File: src/core/irpc_consts.vh
// Constants for the infrared pulse codec
// Behaviour
// - Receive pulses shorter than 1.41 us ignored
// - Config bit 0 sets receive polarity
// - Config bit 1 sets transmit polarity
// - 115k pulse 1.6 us, 1.41 to 2.71
// - Rates 2.4k to 115k supported
// - Pulse widens with bit period, max 88.55
// - ASK carrier 1 us on, 1 us off
// - ASK receive outputs reproduce carrier bursts
// - Pin inversion inverts again
// - Standard 115k format, 2400 available
`ifndef IRPC_CONSTS_VH
`define IRPC_CONSTS_VH
`define IRPC_CLK_MHZ        100
`define IRPC_RX_MIN_NS      1410
`define IRPC_RX_MIN_CYC     ((`IRPC_RX_MIN_NS * `IRPC_CLK_MHZ + 999) / 1000)
`define IRPC_TX_115K_NS     1600
`define IRPC_TX_115K_CYC    ((`IRPC_TX_115K_NS * `IRPC_CLK_MHZ) / 1000)
`define IRPC_CARRIER_NS     1000
`define IRPC_CARRIER_CYC    ((`IRPC_CARRIER_NS * `IRPC_CLK_MHZ) / 1000)
`define IRPC_CFG_RXPOL_BIT  0
`define IRPC_CFG_TXPOL_BIT  1
`define IRPC_CFG_RESET      2'h2
`define IRPC_CNT_W          16
`define IRPC_BUF_W          1
`endif

File: src/core/irpc_skid_buffer.v
// Two-entry buffer with valid/ready on both sides
`timescale 1ns/1ps
`include "irpc_consts.vh"
module irpc_skid_buffer (
  input  wire                   clk_sys,
  input  wire                   sys_rst,
  input  wire                   inValid,
  output wire                   inReady,
  input  wire [`IRPC_BUF_W-1:0] inData,
  output wire                   outValid,
  input  wire                   outReady,
  output wire [`IRPC_BUF_W-1:0] outData
);
  reg [`IRPC_BUF_W-1:0] mem_q [0:1];
  reg                   wrPtr_q;
  reg                   rdPtr_q;
  reg [1:0]             count_q;
  wire                  doWr;
  wire                  doRd;

  assign inReady  = (count_q != 2'h2);
  assign outValid = (count_q != 2'h0);
  assign outData  = mem_q[rdPtr_q];
  assign doWr     = inValid && inReady;
  assign doRd     = outValid && outReady;

  always @(posedge clk_sys) begin
    if (doWr) begin
      mem_q[wrPtr_q] <= inData;
    end
    if (sys_rst) begin
      wrPtr_q <= 1'b0;
      rdPtr_q <= 1'b0;
      count_q <= 2'h0;
    end else begin
      if (doWr) begin
        wrPtr_q <= ~wrPtr_q;
      end
      if (doRd) begin
        rdPtr_q <= ~rdPtr_q;
      end
      if (doWr && !doRd) begin
        count_q <= count_q + 2'h1;
      end else if (doRd && !doWr) begin
        count_q <= count_q - 2'h1;
      end
    end
  end
endmodule // irpc_skid_buffer

File: src/core/irpc_infrared_pulse_codec.v
// Infrared pulse codec: UART bit stream to and from optical pulses
`timescale 1ns/1ps
`include "irpc_consts.vh"
module irpc_infrared_pulse_codec (
  input  wire                  clk_sys,
  input  wire                  sys_rst,
  input  wire [1:0]            irConfigRegister,
  input  wire                  gpioInvert,
  input  wire                  askMode,
  input  wire [`IRPC_CNT_W-1:0] bitPeriodCycles,
  input  wire                  txBitValid,
  output wire                  txBitReady,
  input  wire                  txBit,
  output reg                   rxBit,
  output reg                   rxBitValid,
  input  wire                  ir_receive_in,
  output reg                   ir_transmit_out,
  output reg                   ir_transmit_out_inverted,
  output reg                   modulated_transmit_out,
  output reg                   modulated_transmit_out_inverted,
  output reg                   modulated_receive_out,
  output reg                   modulated_receive_out_inverted
);
  localparam ST_IDLE = 2'h0;
  localparam ST_BIT  = 2'h1;
  localparam [`IRPC_CNT_W-1:0] TX_MIN_CYC   = `IRPC_TX_115K_CYC;
  localparam [`IRPC_CNT_W-1:0] RX_LAST_CYC  = `IRPC_RX_MIN_CYC - 1;
  localparam [`IRPC_CNT_W-1:0] CAR_LAST_CYC = `IRPC_CARRIER_CYC - 1;

  reg  [1:0]             state_q;
  reg  [`IRPC_CNT_W-1:0] bitCnt_q;
  reg                    curBit_q;
  reg  [`IRPC_CNT_W-1:0] carCnt_q;
  reg                    carPhase_q;
  reg  [2:0]             rxSync_q;
  reg                    rxStable_q;
  reg  [`IRPC_CNT_W-1:0] rxCnt_q;
  reg                    rxSeen_q;
  reg  [`IRPC_CNT_W-1:0] rxBitCnt_q;
  wire                   bufValid;
  wire                   bufData;
  wire                   takeBit;
  wire                   txActive;
  wire                   txLevel;
  wire                   rxActive;
  wire                   rxDetNow;
  wire [`IRPC_CNT_W-1:0] pulseCycles;

  // Nominal width is 3/16 of a bit, never less than the 1.6 us (160-cycle) minimum; at 115k 3/16 is used
  function [`IRPC_CNT_W-1:0] pulse_len;
    input [`IRPC_CNT_W-1:0] period;
    reg   [`IRPC_CNT_W+1:0] w;
    begin
      w = ({2'h0, period} * 18'h3) >> 4;
      if (w[`IRPC_CNT_W-1:0] < TX_MIN_CYC)
        pulse_len = TX_MIN_CYC;
      else
        pulse_len = w[`IRPC_CNT_W-1:0];
    end
  endfunction

  assign pulseCycles = pulse_len(bitPeriodCycles);

  // Buffer keeps a bit if the encoder is busy when the UART offers it
  irpc_skid_buffer uBuf (
    .clk_sys (clk_sys),
    .sys_rst (sys_rst),
    .inValid (txBitValid),
    .inReady (txBitReady),
    .inData  (txBit),
    .outValid(bufValid),
    .outReady(takeBit),
    .outData (bufData)
  );

  assign takeBit = (state_q == ST_IDLE) && bufValid;

  always @(posedge clk_sys) begin
    if (sys_rst) begin
      state_q    <= ST_IDLE;
      bitCnt_q   <= {`IRPC_CNT_W{1'b0}};
      curBit_q   <= 1'b1;
      carCnt_q   <= {`IRPC_CNT_W{1'b0}};
      carPhase_q <= 1'b0;
    end else begin
      case (state_q)
        ST_IDLE: begin
          if (bufValid) begin
            curBit_q   <= bufData;
            bitCnt_q   <= {`IRPC_CNT_W{1'b0}};
            carCnt_q   <= {`IRPC_CNT_W{1'b0}};
            carPhase_q <= 1'b1;
            state_q    <= ST_BIT;
          end
        end
        ST_BIT: begin
          if (carCnt_q == CAR_LAST_CYC) begin
            carCnt_q   <= {`IRPC_CNT_W{1'b0}};
            carPhase_q <= ~carPhase_q;
          end else begin
            carCnt_q <= carCnt_q + 1'b1;
          end
          if (bitCnt_q >= bitPeriodCycles - 1'b1) begin
            state_q <= ST_IDLE;
          end else begin
            bitCnt_q <= bitCnt_q + 1'b1;
          end
        end
        default: state_q <= ST_IDLE;
      endcase
    end
  end

  // Zero bit is the marked one; one bit leaves the line idle
  assign txActive = (state_q == ST_BIT) && !curBit_q;
  assign txLevel  = askMode ? (txActive && carPhase_q)
                            : (txActive && bitCnt_q < pulseCycles);

  always @(posedge clk_sys) begin
    if (sys_rst) begin
      ir_transmit_out                 <= 1'b0;
      ir_transmit_out_inverted        <= 1'b1;
      modulated_transmit_out          <= 1'b0;
      modulated_transmit_out_inverted <= 1'b1;
    end else begin
      // Active-low when bit set, then pin inversion on top
      ir_transmit_out <= (askMode ? 1'b0 : txLevel)
        ^ irConfigRegister[`IRPC_CFG_TXPOL_BIT] ^ gpioInvert;
      ir_transmit_out_inverted <= ~((askMode ? 1'b0 : txLevel)
        ^ irConfigRegister[`IRPC_CFG_TXPOL_BIT] ^ gpioInvert);
      modulated_transmit_out <= (askMode ? txLevel : 1'b0)
        ^ irConfigRegister[`IRPC_CFG_TXPOL_BIT] ^ gpioInvert;
      modulated_transmit_out_inverted <= ~((askMode ? txLevel : 1'b0)
        ^ irConfigRegister[`IRPC_CFG_TXPOL_BIT] ^ gpioInvert);
    end
  end

  // Receive side: three-stage sync, change accepted when stages 2 and 3 agree
  always @(posedge clk_sys) begin
    if (sys_rst) begin
      rxSync_q   <= 3'h0;
      rxStable_q <= 1'b0;
    end else begin
      rxSync_q <= {rxSync_q[1:0], ir_receive_in};
      if (rxSync_q[1] == rxSync_q[2]) begin
        rxStable_q <= rxSync_q[2];
      end
    end
  end

  assign rxActive = rxStable_q ^ irConfigRegister[`IRPC_CFG_RXPOL_BIT]
                    ^ gpioInvert;
  assign rxDetNow = rxActive && (rxCnt_q == RX_LAST_CYC);

  always @(posedge clk_sys) begin
    if (sys_rst) begin
      rxCnt_q                        <= {`IRPC_CNT_W{1'b0}};
      rxSeen_q                       <= 1'b0;
      rxBitCnt_q                     <= {`IRPC_CNT_W{1'b0}};
      rxBit                          <= 1'b1;
      rxBitValid                     <= 1'b0;
      modulated_receive_out          <= 1'b0;
      modulated_receive_out_inverted <= 1'b1;
    end else begin
      modulated_receive_out          <= askMode & rxActive;
      modulated_receive_out_inverted <= ~(askMode & rxActive);
      rxBitValid <= 1'b0;
      if (rxActive) begin
        if (rxCnt_q != {`IRPC_CNT_W{1'b1}}) begin
          rxCnt_q <= rxCnt_q + 1'b1;
        end
      end else begin
        rxCnt_q <= {`IRPC_CNT_W{1'b0}};
      end
      if (rxDetNow) begin
        rxSeen_q <= 1'b1;
      end
      // One decision per bit period; several detections in one period count as one
      if (rxBitCnt_q >= bitPeriodCycles - 1'b1) begin
        rxBitCnt_q <= {`IRPC_CNT_W{1'b0}};
        // Detection on the window's last cycle must not be lost
        rxBit      <= ~(rxSeen_q | rxDetNow);
        rxBitValid <= 1'b1;
        rxSeen_q   <= 1'b0;
      end else begin
        rxBitCnt_q <= rxBitCnt_q + 1'b1;
      end
    end
  end
endmodule // irpc_infrared_pulse_codec

File: config.mk
export PLATFORM = sky130hd
export DESIGN_NAME = irpc_infrared_pulse_codec
export DESIGN_NICKNAME = d
export VERILOG_FILES = /design/src/core/irpc_skid_buffer.v /design/src/core/irpc_infrared_pulse_codec.v
export VERILOG_INCLUDE_DIRS = /design/src /design/src/core
export SDC_FILE = /design/constraint.sdc
export NUM_CORES = 1
export LEC_CHECK = 0
export BUFFER_PORTS_ARGS = -buffer_cell sky130_fd_sc_hd__buf_4
export CAP_MARGIN = 5
export CORE_MARGIN = 2
export CORE_UTILIZATION = 55
export DETAILED_ROUTE_END_ITERATION = 12
export PLACE_DENSITY = 0.73
export SLEW_MARGIN = 10
export SYNTH_ARGS = -nofsm -noshare
export SYNTH_HDL_FRONTEND = slang
export SYNTH_SLANG_ARGS = --single-unit
File: constraint.sdc
create_clock -name clk_sys -period 5.55 [get_ports clk_sys]
set_input_delay 0.2775 -clock clk_sys [delete_from_list [all_inputs] [get_ports clk_sys]]
set_output_delay 0.2775 -clock clk_sys [all_outputs]
set_load 0.1 [all_outputs]
Yosys cells after proc, flatten, opt, wreduce, memory -nomap -nowiden

Memory sizes are Yosys's and may differ from the RTL's. A register that Yosys moved wholly into a read port is not among the register bits.
Index checks and enable logic that the tools add are counted.

Bits in registers: 84
Bits in writable memories: 2
Input port bits: 25
Logic and storage cells: 102
Memories: 1

Memories:

| name       | depth | bits a word | read ports | clocked after memory_dff | write ports | line                  | text |
|---|---|---|---|---|---|---|---|
| uBuf.mem_q | 2     | 1           | 1          | 1                        | 1           | irpc_skid_buffer.v:14 | `` reg [`IRPC_BUF_W-1:0] mem_q [0:1]; `` |

Add/subtract/negate cells: 7
Multiply operators: 1
$lt $le $gt $ge: 4
Eq/ne operators: 10
Mux-type cells: 20
Bitwise operators: 16
Reductions and logical operators: 23

Operators by type and width:

| cell                  | count |
|---|---|
| $add 16x1->16 const B | 4 |
| $pmux 16 s2           | 2 |
| $mux 16               | 3 |
| $ge 16x16->1          | 2 |
| $mul 16x2->18 const B | 1 |
| $eq 16x7->1 const B   | 1 |
| $eq 16x8->1 const B   | 1 |
| $lt 16x14->1          | 1 |
| $ne 16x16->1 const B  | 1 |
| $sub 16x1->16 const B | 1 |
| $lt 14x8->1 const B   | 1 |
| $mux 14               | 1 |
| $ne 2x2->1 const B    | 5 |
| $logic_and 1x1->1     | 9 |
| $mux 1                | 8 |
| $mux 2                | 4 |
| $not 1->1             | 8 |
| $reduce_and 2->1      | 3 |
| $reduce_and 3->1      | 2 |
| $reduce_bool 2->1     | 3 |
| $xor 1x1->1           | 6 |
| $pmux 2 s2            | 1 |
| $reduce_or 2->1       | 2 |
| $logic_not 1->1       | 3 |
| other kinds (8)       | 8 |

Longest topological paths before layout

Word-level depth: 10
Depth in mapped cells: 18
Mapped depth without buffers: 17

By module

Synthesis repeated with hierarchy kept, for this count alone.

Cells, all modules: 764
Area, all modules: 6264.8 µm²

By module, submodules not included:

| module                    | times used | cells each | area each (µm²) |
|---|---|---|---|
| irpc_infrared_pulse_codec | 1          | 737        | 5970.7 |
| irpc_skid_buffer          | 1          | 27         | 294.0 |

Least setup slack after synthesis

No wires, ideal clock.

Kind: input to register
Start: input port bitPeriodCycles[6]
End: register ir_transmit_out_inverted
Setup time: 118 ps
Arrival: 3700 ps
Slack: 1732 ps
Stages on the path: 16
Cells stage by stage: inv_1 -> ha_1 -> a211oi_2 -> nor2_1 -> or4_4 -> o211ai_2 -> o211ai_2 -> or4_1 -> nand2_1 -> ha_1 -> a21o_1 -> a21oi_1 -> o221ai_1 -> or4_1 -> mux2i_1 -> nor2_1

Longest elaborated chain between the ends: 10

Ends and longest elaborated chain:

| item                         | line                            | text |
|---|---|---|
| from (decl)                  | irpc_infrared_pulse_codec.v:10  | `` input wire [`IRPC_CNT_W-1:0] bitPeriodCycles, `` |
| $mul 16x2->18 (*)            | irpc_infrared_pulse_codec.v:54  | `w = ({2'h0, period} * 18'h3) >> 4;` |
| $lt 14x8->1                  | irpc_infrared_pulse_codec.v:55  | `` if (w[`IRPC_CNT_W-1:0] < TX_MIN_CYC) `` |
| $mux 14 (*)                  | irpc_infrared_pulse_codec.v:55  |  |
| $lt 16x14->1 (*)             | irpc_infrared_pulse_codec.v:117 | `: (txActive && bitCnt_q < pulseCycles);` |
| $logic_and 1x1->1 (*)        | irpc_infrared_pulse_codec.v:117 |  |
| $mux 1 (*)                   | irpc_infrared_pulse_codec.v:116 | `assign txLevel = askMode ? (txActive && carPhase_q)` |
| $mux 1 (*)                   | irpc_infrared_pulse_codec.v:129 | `ir_transmit_out_inverted <= ~((askMode ? 1'b0 : txLevel)` |
| $xor 1x1->1 (*) (2 in a row) | irpc_infrared_pulse_codec.v:129 |  |
| $not 1->1 (*)                | irpc_infrared_pulse_codec.v:129 |  |
| to (signal assigned)         | irpc_infrared_pulse_codec.v:129 |  |
| to (decl)                    | irpc_infrared_pulse_codec.v:18  | `output reg ir_transmit_out_inverted,` |

Mark *: on every way between the ends. The rest lies on a longest branch, timed or not.
A chain may end at the register's enable or synchronous reset.

Worst setup path in the final report

Start: input port bitPeriodCycles[7]
End: register ir_transmit_out_inverted

The elaborated chain is that of the path after synthesis.

==> impl_metrics.yaml <==
finish:
  diodes: 0
  nFillCells: 975
  drive_gt1_share_pct: 7.88
  nets: 878
  stdcell_area_mm2: 0.00668
  syn_to_final_growth_pct: 8.17
clocking:
  worst_skew_pair.late_latency_ps: 370
  postCtsHoldBufs: 0
  numCtsBuffers: 9
  cts_tree: "done"
  htree_num_levels: 3
  clock_sinks: 86
  clockBufferDepth: 2
  root_buffer: "clkbuf_8"
  ctsResizeCount: 0
  path_clk_slew_ps: 80
  post-cts-setup-buffers: 0
yosys:
  synth_area_mm2: 0.00617
  synth.largest_area_cell: "dfxtp_1"
  yosys_warnings: 0
  synth_edf_count: 2
  async_flop_share_pct: 0
  netlist_top_cells_count: "84 x dfxtp_1, 84 x nor2_1, 83 x ha_1"
  synth_top_family_by_area: "simple AND/OR/NAND/NOR gates"
  synth_cells: 746
  synth_top_area_share_pct: 27.2
  synthSimpleGateAreaFrac_pct: 23.5
  synth-xor-area-share_pct: 8.23
  synth_ff_type: "dfxtp_1"
  synth.distinct_cells: 65
  avgSynthCellArea_um2: 8.28
  synth_area_leaders: "dfxtp_1 27%, ha_1 17%, nor2_1 5.1%"
  synthMuxAreaShare_pct: 1.32
  synth_fa_ha_area_share_pct: 16.8
  ys_seq_area_share_pct: 28.2
  synth-seq-cells: 86
  synth_nets: 854
  synth_compound_area_share_pct: 17.6
grt:
  grt_pass1_wl_um: 24600
  track_usage_pct: 25.7
  grt_overflow: 0
  grt_pass1_vias: 5306
  antenna_found_initial: 0
  grt_max_degree: 44
critical_path:
  cp_cell_sequence: "buf_4 -> inv_1 -> ha_1 -> a211oi_2 -> nor2_1 -> or4_4 -> o211ai_2 -> o211ai_2 -> or4_1 -> nand2_1 -> ha_1 -> a21o_1 -> a21oi_1 -> o221ai_1 -> or4_1 -> mux2i_1 -> nor2_1"
  crit_fanout: 5
  worst_ep_required_time_ps: 5810
  arrival_ps: 4260
  end_kind: "flop"
  crit_path_start_kind: "input pin"
  critPathSlowestCell: "or4_1"
  crit_path_max_incr_delay_ps: 580
  worstSetupPathType: "in -> reg"
power_and_ir_drop:
  p_sw_uw: 611
  ir_worst_vdd_uv: 314
  combPwrFrac_pct: 33.7
  p_int_uw: 1020
  clkPwrFrac_pct: 23.4
  pwr-share-seq_pct: 42.9
  leakage_uw: 0.00296
  powerDensity_mw_per_mm2: 244
  switching_share_pct: 37.4
job:
  maxCapViolations: 0
run_status:
  status: "completed"
timing:
  worst_slack_ps: 1550
  clock.fmax_ghz: 0.250
  max_slew_margin_pct: 30.9
  skew_ps: 8.56
  tightest_slew_ps: 1020
  drv_slew: 0
  setup_tns_ps: 0
  setup_violations: 0
  hold_viol_final: 0
  fin_crit_ps: 4000
  fin_crit_sh_pct: 72.1
  rsz0062_at_grt: "false"
placement:
  io_buffers: 33
  dpl.hpwl_um: 11100
  gp_congestion: 0.901
  place_ws_ps: 1240
  post_dp_cell_area_mm2: 0.00652
routing:
  vias_per_cell: 6.06
  drtIter0Drc: 340
  dr.pass1.iters: 5
  wl_per_cell_um: 15.8
  num_vias: 5539
  antenna_left: 0
  drt_wl_total_um: 14500
  drc: 0
floorplanning:
  die-area_mm2: 0.0121
  num_rows: 38
  start_util_pct: 56.7
  coreArea_mm2: 0.0109
  die_height_um: 110
  io_pins: 34
  die_w_um: 110
worst_hold_path:
  hold_path.class: "in -> reg"
[power groups by stage]
stage / sequential, uW / clock, uW / combinational [uW]
final: 700 / 382 / 550
after global routing: 707 / 411 / 612
after CTS: 699 / 386 / 544
after detailed placement: 714 / 0 / 541
after global placement: 712 / 0 / 525
after floorplan: 730 / 0 / 390
[stage by stage]
step / utilization (%) / instances / total power [uW] / hold slack, ps
2_1_floorplan: - / 746 / 1120 / 359
3_3_place_gp: 59.9 / 899 / 1240 / 440
3_5_place_dp: 59.9 / 899 / 1260 / 460
4_1_cts: 61.3 / 914 / 1630 / 86.0
5_1_grt: 61.3 / 914 / 1730 / 82.1
6_report: 61.3 / 914 / 1630 / 98.8
[metal layers]
metal	vias up	track usage (%)	routed length, um
met3	19	6.11	819
met5	-	0	0
met2	144	41.8	6650
li1	2734	-	-
met4	0	6.69	193
met1	2642	34.1	6790
[area by class of cell]
class                   count  area [um2]  share of cell area [%]
clock buffers              13         149                    2.23
clock inverters             2        10.0                   0.150
inverters                  48         180                    2.70
multi-input cells         591        4170                    62.4
flip-flops and latches     86        1740                    26.1
well taps                 140         175                    2.62
repair buffers             34         255                    3.82
[worst max-delay path, delay by kind of cell]
family	cells	cell delay, ps
muxes	1	180
buffers and inverters	2	250
adders and majority gates	2	570
and+or+nand+nor	6	1860
AOI/OAI and AO/OA	6	1110
[cell usage in the layout (no fill, tap or decap), types with 3 or more instances in the layout]
master | Yosys | routed
nor2_1 | 84 | 84
dfxtp_1 | 84 | 84
ha_1 | 83 | 83
nand2_1 | 56 | 56
inv_1 | 47 | 47
nand3_1 | 35 | 35
buf_4 | 1 | 34
xnor2_1 | 33 | 33
a21oi_1 | 31 | 31
xor2_1 | 25 | 25
nand4_1 | 22 | 22
o21ai_0 | 20 | 20
a21o_1 | 19 | 19
and3_1 | 18 | 18
nor3_1 | 13 | 13
a31oi_1 | 13 | 13
a311oi_1 | 11 | 11
nand2b_1 | 10 | 10
a211oi_1 | 10 | 10
clkbuf_8 | 0 | 10
or3_1 | 9 | 9
nor2b_1 | 8 | 8
mux2i_1 | 7 | 7
or4_1 | 6 | 6
o21ai_1 | 5 | 5
nand3b_1 | 5 | 5
nor4_1 | 5 | 5
and2_1 | 5 | 5
o21a_1 | 5 | 5
a41o_1 | 4 | 4
a211oi_2 | 3 | 3
nor4b_1 | 3 | 3
a211o_1 | 3 | 3
a41oi_1 | 3 | 3
clkbuf_1 | 17 | 3
[cells by family (layout without fill, tap and decap cells)]
| group | count (synthesis) | count (layout) |
|---|---|---|
| flip-flops | 86 | 86 |
| buffers and inverters | 69 | 97 |
| AO/OA/AOI/OAI | 153 | 153 |
| XOR/XNOR | 58 | 58 |
| adder cells (fa/ha/maj) | 83 | 83 |
| AND/OR/NAND/NOR | 289 | 289 |
| multiplexers | 8 | 8 |
[registers in the layout, summed over array words and instances (netlist names), 2 cells and up]
name and count:
uBuf.mem_q 2, carCnt_q 16, uBuf.count_q 2, rxBitCnt_q 16, rxCnt_q 16, rxSync_q 3, bitCnt_q 16
[final timing paths]
check,start,to,slack [ps],depth (start not counted)
worst max register to register,bitCnt_q[9],bitCnt_q[15],2710,9
worst max-delay path,bitPeriodCycles[7],ir_transmit_out_inverted,1550,17
worst min-delay path,txBit,uBuf.mem_q[0],100,1
worst min register to register,rxBit,rxBit,470,1
No activity file was read; power rests on OpenSTA's default activity.
